### src/logic/adc_fmt_cfg.svh
// constants for the converter result formatter
`ifndef ADC_FMT_CFG_SVH
`define ADC_FMT_CFG_SVH
`define RAW_W          10
`define CODE_MAX       10'h3FF
`define CODE_ZERO      10'h000
`define BIP_MIN        10'h200
`define BIP_MAX        10'h1FF
`define GAIN_LOW       5'h08
`define GAIN_HIGH      5'h14
`define DIFF_BIT       4
`define GAIN_SEL_BIT   0
`define SIGN_BIT       9
`define GAIN_UNITY     5'h01
`define TEMP_CHANNEL   5'h0B
`define SIG_GAIN_ADDR  3'h5
`define SIG_OFFS_ADDR  3'h3
`define SIG_DEPTH      8
`define CAL_GAIN_DEF   8'h80
`define CAL_OFFS_DEF   8'h00
`endif

### src/logic/adc_fmt_pkg.sv
// types shared by the converter result formatter
package adc_fmt_pkg;
    typedef struct packed {
        logic       valid;   // conversion finished this cycle
        logic [9:0] diff;    // core code, two's complement when signed
        logic       neg;     // core saw negative difference
    } core_result_t;
    typedef enum logic [1:0] {SINGLE, UNIPOLAR, BIPOLAR} conv_mode_t;
endpackage : adc_fmt_pkg

### src/logic/adc_result_fmt.sv
// result formatting, sign check and calibration read for the converter
// How it works
// - result bytes hold the result once the done flag is high
// - single-ended code is the unsigned core code, 0x000 to 0x3FF
// - unipolar differential saturates negative differences to zero
// - differential gain is 8x or 20x from the channel-select low bit
// - unipolar by default; bipolar only while bipolar select is set
// - bipolar result is two's complement 0x200 to 0x1FF
// - sign of bipolar result sits in the top result bit
// - signature row holds unsigned gain (1/128) and signed offset
// - result bytes and done flag update in the same cycle
// - left-adjust change shows on the result bytes one clock edge later
`include "adc_fmt_cfg.svh"
module adc_result_fmt (
    input  wire logic                       clk_in,                // 25 MHz system clock
    input  wire logic                       rstn_in,               // sync reset, active low
    input  wire adc_fmt_pkg::core_result_t  core_in,               // converter core result
    input  wire logic [4:0]                 channel_select_field_in, // channel and gain code
    input  wire logic                       bipolar_input_select_in, // bipolar mode bit
    input  wire logic                       left_adjust_select_in, // left adjust bit
    input  wire logic                       done_clear_in,         // software clears done flag
    input  wire logic                       sig_read_in,           // signature byte request
    input  wire logic [2:0]                 sig_addr_in,           // signature byte address
    output logic [7:0]                      result_low_byte_out,   // low result byte
    output logic [7:0]                      result_high_byte_out,  // high result byte
    output logic                            conversion_done_flag_out, // conversion done
    output logic                            result_sign_bit_out,   // top result bit
    output logic [4:0]                      gain_out,              // applied gain factor
    output logic [1:0]                      mode_out,              // conversion form in use
    output logic [7:0]                      sig_data_out,          // signature byte
    output logic                            sig_valid_out          // signature byte ready
);

    // ==========================================================
    // format selection
    adc_fmt_pkg::conv_mode_t mode;       // form picked from channel and bipolar bit
    logic                    is_diff;    // differential pair selected
    logic                    gain_high;  // 20x pair rather than 8x
    logic [9:0]              next_code;  // formatted code of the arriving result

    // channel code splits into the differential flag and the gain pick
    assign is_diff   = channel_select_field_in[`DIFF_BIT];
    assign gain_high = channel_select_field_in[`GAIN_SEL_BIT];

    // mode select bit
    // bipolar is honoured only on differential pairs; single-ended ignores it
    always_comb begin
        if (!is_diff) begin
            mode = adc_fmt_pkg::SINGLE;
        end else if (bipolar_input_select_in) begin
            mode = adc_fmt_pkg::BIPOLAR;
        end else begin
            mode = adc_fmt_pkg::UNIPOLAR;
        end
    end

    // form the code for each conversion type
    // the core already hands over a two's complement word for bipolar pairs,
    // so only the unipolar form needs extra work here
    always_comb begin
        next_code = core_in.diff;
        case (mode)
            adc_fmt_pkg::SINGLE: begin
                next_code = core_in.diff;
            end
            adc_fmt_pkg::UNIPOLAR: begin
                if (core_in.neg) begin
                    next_code = `CODE_ZERO;
                end else begin
                    next_code = core_in.diff;
                end
            end
            adc_fmt_pkg::BIPOLAR: begin
                next_code = core_in.diff;
            end
            default: begin
                next_code = core_in.diff;
            end
        endcase
    end

    // ==========================================================
    // result capture and done flag
    logic [9:0] code;  // last captured result

    // same-cycle update
    // capture and flag share the valid strobe, so software never sees one
    // without the other
    always_ff @(posedge clk_in) begin
        if (!rstn_in) begin
            code <= `CODE_ZERO;
        end else if (core_in.valid) begin
            code <= next_code;
        end
    end

    // done flag marks result ready
    // set wins over a clear in the same cycle, so a fresh result is never
    // hidden by a late clear of the previous one
    always_ff @(posedge clk_in) begin
        if (!rstn_in) begin
            conversion_done_flag_out <= 1'b0;
        end else if (core_in.valid) begin
            conversion_done_flag_out <= 1'b1;
        end else if (done_clear_in) begin
            conversion_done_flag_out <= 1'b0;
        end
    end

    // ==========================================================
    // byte presentation
    logic [9:0]  shown;      // result on its way to the byte pair
    logic [15:0] right_img;  // byte pair, right adjusted
    logic [15:0] left_img;   // byte pair, left adjusted

    // a result arriving this cycle bypasses the capture register so the
    // bytes and the done flag land on the same edge
    assign shown     = core_in.valid ? next_code : code;
    assign right_img = {6'h00, shown};
    assign left_img  = {shown, 6'h00};

    // immediate adjust
    // the adjust bit is read live every cycle; the flopped outputs add one
    // cycle, the least that registered outputs allow
    always_ff @(posedge clk_in) begin
        if (!rstn_in) begin
            result_low_byte_out  <= 8'h00;
            result_high_byte_out <= 8'h00;
        end else if (left_adjust_select_in) begin
            result_low_byte_out  <= left_img[7:0];
            result_high_byte_out <= left_img[15:8];
        end else begin
            result_low_byte_out  <= right_img[7:0];
            result_high_byte_out <= right_img[15:8];
        end
    end

    // sign bit
    // top result bit whatever the adjust; only bipolar results give it a
    // meaning, software ignores it otherwise
    always_ff @(posedge clk_in) begin
        if (!rstn_in) begin
            result_sign_bit_out <= 1'b0;
        end else begin
            result_sign_bit_out <= shown[`SIGN_BIT];
        end
    end

    // ==========================================================
    // gain and form report

    // gain from code
    // single-ended inputs bypass the amplifier, reported as unity
    always_ff @(posedge clk_in) begin
        if (!rstn_in) begin
            gain_out <= 5'h00;
        end else if (!is_diff) begin
            gain_out <= `GAIN_UNITY;
        end else if (gain_high) begin
            gain_out <= `GAIN_HIGH;
        end else begin
            gain_out <= `GAIN_LOW;
        end
    end

    // form in use, follows the live selection
    always_ff @(posedge clk_in) begin
        if (!rstn_in) begin
            mode_out <= 2'h0;
        end else begin
            mode_out <= mode;
        end
    end

    // ==========================================================
    // signature row read
    logic       sig_pend;  // request taken, memory read under way
    logic [2:0] sig_addr;  // address held from the request

    // the address is held from the request edge, so a requester that moves
    // its address on early cannot change which byte comes back
    always_ff @(posedge clk_in) begin
        if (!rstn_in) begin
            sig_addr <= 3'h0;
        end else if (sig_read_in) begin
            sig_addr <= sig_addr_in;
        end
    end

    // calibration row
    // read data stands until the next request moves the held address
    sig_row_mem u_sig (
        .clk_in   (clk_in),
        .rstn_in  (rstn_in),
        .addr_in  (sig_addr),
        .data_out (sig_data_out)
    );

    // request marker, one cycle behind the request
    always_ff @(posedge clk_in) begin
        if (!rstn_in) begin
            sig_pend <= 1'b0;
        end else begin
            sig_pend <= sig_read_in;
        end
    end

    // one-cycle strobe alongside the byte; it trails the request by the
    // memory's registered read, so data and strobe share one edge
    always_ff @(posedge clk_in) begin
        if (!rstn_in) begin
            sig_valid_out <= 1'b0;
        end else begin
            sig_valid_out <= sig_pend;
        end
    end
endmodule : adc_result_fmt

### src/logic/sig_row_mem.sv
// small signature row holding factory calibration bytes
`include "adc_fmt_cfg.svh"
module sig_row_mem (
    input  wire logic       clk_in,   // system clock
    input  wire logic       rstn_in,  // synchronous reset, active low
    input  wire logic [2:0] addr_in,  // byte address
    output logic      [7:0] data_out  // registered read data
);
    logic [7:0] rom [`SIG_DEPTH];
    // fixed contents: calibration bytes at their two addresses, rest zero
    for (genvar i = 0; i < `SIG_DEPTH; i++) begin : g_row
        if (i == `SIG_GAIN_ADDR) begin : g_gain
            assign rom[i] = `CAL_GAIN_DEF;
        end else if (i == `SIG_OFFS_ADDR) begin : g_offs
            assign rom[i] = `CAL_OFFS_DEF;
        end else begin : g_zero
            assign rom[i] = 8'h00;
        end
    end
    // registered read port
    always_ff @(posedge clk_in) begin
        if (!rstn_in) begin
            data_out <= 8'h00;
        end else begin
            data_out <= rom[addr_in];
        end
    end
endmodule : sig_row_mem

### config.mk
export PLATFORM = sky130hd
export DESIGN_NAME = adc_result_fmt
export DESIGN_NICKNAME = d
export VERILOG_FILES = /design/src/logic/adc_fmt_pkg.sv /design/src/logic/adc_result_fmt.sv /design/src/logic/sig_row_mem.sv
export VERILOG_INCLUDE_DIRS = /design/src /design/src/logic
export SDC_FILE = /design/constraint.sdc
export NUM_CORES = 1
export LEC_CHECK = 0
export BUFFER_PORTS_ARGS = -buffer_cell sky130_fd_sc_hd__buf_2
export CAP_MARGIN = 10
export CELL_PAD_IN_SITES_DETAIL_PLACEMENT = 0
export CELL_PAD_IN_SITES_GLOBAL_PLACEMENT = 2
export CORE_UTILIZATION = 26
export CTS_CLUSTER_SIZE = 30
export DETAILED_ROUTE_END_ITERATION = 12
export GPL_TIMING_DRIVEN = 0
export HOLD_SLACK_MARGIN = 0.03
export PLACE_DENSITY = 0.89
export RECOVER_POWER = 25
export SLEW_MARGIN = 40
export SYNTH_ARGS = -nofsm -noshare
export SYNTH_HDL_FRONTEND = slang
export SYNTH_SLANG_ARGS = --single-unit
### constraint.sdc
create_clock -name clk_in -period 1.17 [get_ports clk_in]
set_input_delay 0.234 -clock clk_in [delete_from_list [all_inputs] [get_ports clk_in]]
set_output_delay 0.234 -clock clk_in [all_outputs]
set_load 0.005 [all_outputs]
=== Word level (Yosys, flattened, before mapping) ===
Memory sizes are Yosys's and may differ from the RTL's. A register that Yosys moved wholly into a read port is not among the register bits.
Cells that the tools add are included.

* Flip-flop bits (word level): 40
* Bits in read-only memories: 64
* Word-level logic and storage cells: 33
* Memories kept: 1

{| class="wikitable"
|+ Memory list
! memory !! depth !! bits a word !! rd ports !! clocked after Yosys merged registers in !! write ports !! RTL line !! source
|-
| (name not given) || 8 || 8 || 1 || 1 || 0 || sig_row_mem.sv:25 || <nowiki>data_out <= rom[addr_in];</nowiki>
|}

* Eq/ne operators: 1
* Mux-type cells: 11
* Bitwise logic cells: 2
* Reduce and logical (&&, ||, !) cells: 5

{| class="wikitable"
|+ Operators with widths
! cell !! number
|-
| $mux W10 || 3
|-
| $mux W8 || 1
|-
| $mux W2 || 3
|-
| $mux W5 || 1
|-
| $not A3 Y4 || 1
|-
| $reduce_and A2 Y1 || 2
|-
| $mux W1 || 3
|-
| $eq A2 B1 Y1 const B || 1
|-
| $reduce_bool A2 Y1 || 1
|-
| $reduce_or A2 Y1 || 1
|-
| $logic_not A1 Y1 || 1
|-
| $not A1 Y1 || 1
|}

=== Depth between registers and ports, before layout ===
* Word-level depth: 6
* Mapped depth: 4
* Mapped depth without buffers: 3

=== By module ===
A second synthesis with hierarchy kept.

* Cell total of the unflattened synthesis: 120
* Area total of the unflattened synthesis: 1268.7 sq um

{| class="wikitable"
|+ Modules (own cells, without submodules)
! module !! instances !! cells each !! area an instance (sq um)
|-
| adc_result_fmt || 1 || 110 || 1182.4
|-
| sig_row_mem || 1 || 10 || 86.3
|}

=== Worst setup path after synthesis ===
OpenSTA, ideal clock, no wires.

* Kind: input to register
* Start point: input port core_in[11] in the netlist's numbering
* End point: register result_low_byte_out[7]
* Library setup time: 136 ps
* Arrival: 803 ps
* Slack: 231 ps
* Stages: 4
* Path buffers: 2
* Path through: buf_4 -> buf_6 -> a31oi_1 -> o22ai_1

* Word-level cells in the longest chain between the ends: 2

{| class="wikitable"
|+ Ends and longest elaborated chain
! what !! RTL line !! source
|-
| from (decl) || adc_result_fmt.sv:17 || <nowiki>input wire adc_fmt_pkg::core_result_t core_in,</nowiki>
|-
| $mux W10 || - ||
|-
| $mux W8 || adc_result_fmt.sv:129 || <nowiki>end else if (left_adjust_select_in) begin</nowiki>
|-
| to (signal assigned) || adc_result_fmt.sv:130 || <nowiki>result_low_byte_out <= left_img[7:0];</nowiki>
|-
| to (signal assigned) || adc_result_fmt.sv:133 || <nowiki>result_low_byte_out <= right_img[7:0];</nowiki>
|-
| to (decl) || adc_result_fmt.sv:24 || <nowiki>output logic [7:0] result_low_byte_out,</nowiki>
|}

Every way passes these cells.
A chain may end at the register's enable or synchronous reset.

==> impl_metrics.yaml <==
status:
  status: "finished, final reports clean"
clocking:
  cts_resized: 0
  htreeDepth: 2
  clk_path_buf_depth: 2
  path_clk_slew_ns: 0.07
  cts_made_buffers: 5
  clk_latency_ns: 0.29
  hold_buffers: 0
  clock-root-buffer: "clkbuf_8"
  tritoncts: "yes"
  post_cts.repair.setup_buffers: 0
  cts_num_sinks: 38
yosys:
  ys_seq_area_share_pct: 59.9
  synthMuxAreaShare_pct: 2.36
  syn_area_sq_um: 1270
  syn_inst: 119
  synth.distinct_cells: 18
  yosysWarnings: 0
  synth_top_family_by_area: "simple AND/OR/NAND/NOR gates"
  synth_compound_area_share_pct: 7.49
  synth_xor_area_share_pct: 0
  avgSynthCellArea_sq_um: 10.7
  yosys.area_share.simple_pct: 22.3
  ys_ff_latch: 38
  synthAdderAreaFrac_pct: 0
placement:
  hpwl_microns: 1880
  port_buffers: 48
  finalWeightedCongestion: 0.681
routing:
  wl_per_cell_microns: 10.2
  totalWireLength_microns: 2550
  firstDrtPassIters: 4
  vias: 970
  vias_per_cell: 3.90
  drt-initial-drc-count: 24
  drc: 0
  antenna_left: 0
finish:
  layout-drive-gt1-share_pct: 38.5
  area_delta_synth_final_pct: 38.7
  seq_area_sq_um: 761
  multiInputGateArea_sq_um: 438
  diodes: 0
  most-common-layout-cells: "buf_2, dfxtp_1, nor2b_1"
  final_common_cell: "buf_2"
  fill_cells: 487
  nets: 207
worst_setup_path:
  worstPathMaxFanout: 2
  critPathKind: "reg -> out"
  worstReg2RegEnd: "result_high_byte_out[1]"
  endpoint_kind: "output port"
  r2r_start: "result_sign_bit_out"
  rrSetupSlack_ns: 0.21
  required_ns: 0.94
  worstPathArrival_ns: 0.82
  startpoint_type: "flop"
  worst-r2r-cell-count: 3
worst_hold_path:
  hold_depth: 2
  min_to: "gain_out[3]"
  hold_class: "in -> reg"
  hold_start: "channel_select_field_in[0]"
sta:
  tns_ns: 0
  finalCriticalPeriod_ns: 1.05
  fin_crit_sh_pct: 90.1
  finalSetupViolCount: 0
  clock_skew_ns: 0.00772
  rsz0062_at_grt: "false"
  maxSlewViolCount: 0
  hold_viol_final: 0
  hold_slack_ns: 0.124
  fmax_ghz: 0.949
grt:
  grt_max_degree: 13
  grt_pass1_wl_microns: 4000
  first_global_vias: 884
  antenna_found_initial: 0
  overflow: 0
  grt.total_usage_pct: 10.3
die:
  die_w_microns: 71.9
  core_sq_um: 4720
  io_pins: 60
  die_y_microns: 71.9
  rows: 25
  die_area_sq_um: 5170
  start_util_pct: 26.9
power_and_ir_drop:
  irDropWorstVdd_v: 0.000461
  p_per_area_nw_per_um2: 1690
  p_leak_uw: 0.000849
job:
  cap_viol_max_count: 0
-- per-stage QoR --
| step | power (uW) | cell area (sq um) | utilization, % | setup WS (ns) | instances |
|---|---|---|---|---|---|
| floorplan | 1540 | 1300 | - | 0.231 | 126 |
| global placement | 1650 | 1620 | 34.3 | -0.0153 | 241 |
| detailed placement | 1650 | 1620 | 34.3 | -0.0178 | 241 |
| CTS | 3000 | 1760 | 37.3 | 0.103 | 249 |
| global route | 3090 | 1760 | 37.3 | 0.0742 | 249 |
| finish | 2980 | 1760 | 37.3 | 0.116 | 249 |
-- synthesized netlist by cell type --
master	instances	share of area [%]
mux2i_1	3	2.4
buf_4	10	5.9
nand2_1	2	0.59
nor2_1	14	4.1
o22ai_1	4	2.0
buf_6	1	0.89
clkbuf_1	3	0.89
nand3b_4	1	1.6
and4b_1	1	0.79
and3_2	2	1.2
and2_1	2	0.99
a31oi_1	10	4.9
and2b_2	1	0.69
o21a_1	1	0.59
conb_1	1	0.30
nor2b_1	24	12
nand2b_1	1	0.49
dfxtp_1	38	60
-- registers in the layout, summed over array words and instances (netlist names) --
signal	flops
result_sign_bit_out	1
u_sig.data_out	1
result_low_byte_out	8
sig_addr	3
sig_pend	1
result_high_byte_out	8
mode_out	2
gain_out	3
sig_valid_out	1
code	9
conversion_done_flag_out	1
-- power by group --
part	switching [uW]	leakage (uW)	internal [uW]	total (uW)
Sequential	13.6	0.000312	1350	1370
Combinational	122	0.000466	128	249
Clock	452	0.0000714	909	1360
-- how the worst max path moves through the flow --
stage | start | end | slack, ns
2_1_floorplan | core_in[11] | result_low_byte_out[7] | 0.23
3_3_place_gp | core_in[11] | result_low_byte_out[7] | -0.02
3_5_place_dp | core_in[11] | result_high_byte_out[1] | -0.02
4_1_cts | gain_out[2] | gain_out[4] | 0.10
5_1_grt | gain_out[2] | gain_out[4] | 0.07
6_report | gain_out[2] | gain_out[4] | 0.12
-- metal layers --
layer,vias to the layer above,GRT usage [%],wire length [microns]
li1,495,-,-
met1,433,11.4,1120
met2,36,16.9,1200
met3,6,5.00,197
met4,0,4.58,34
met5,-,0,0
-- kinds of logic (layout without fill, tap and decap cells) --
logic type             after synthesis  after routing
other                                1              8
buffers and inverters               14             70
and+or+nand+nor                     48             48
muxes                                3              3
DFF                                 38             38
AOI/OAI and AO/OA                   15             15
-- final cells by class --
| class | instances | area share, % |
|---|---|---|
| plain buffers | 14 | 5.54 |
| clock buffers | 6 | 4.69 |
| flip-flops and latches | 38 | 43.2 |
| well taps | 67 | 4.76 |
| multi-input cells | 74 | 24.9 |
| clock inverters | 2 | 3.41 |
| repair buffers | 48 | 13.6 |
-- worst max-delay path, cell delays in order (launching register included) --
cell and delay [ns]:
dfxtp_1 0.31, buf_4 0.12, buf_2 0.11
Power figures use the tool's default switching activity.
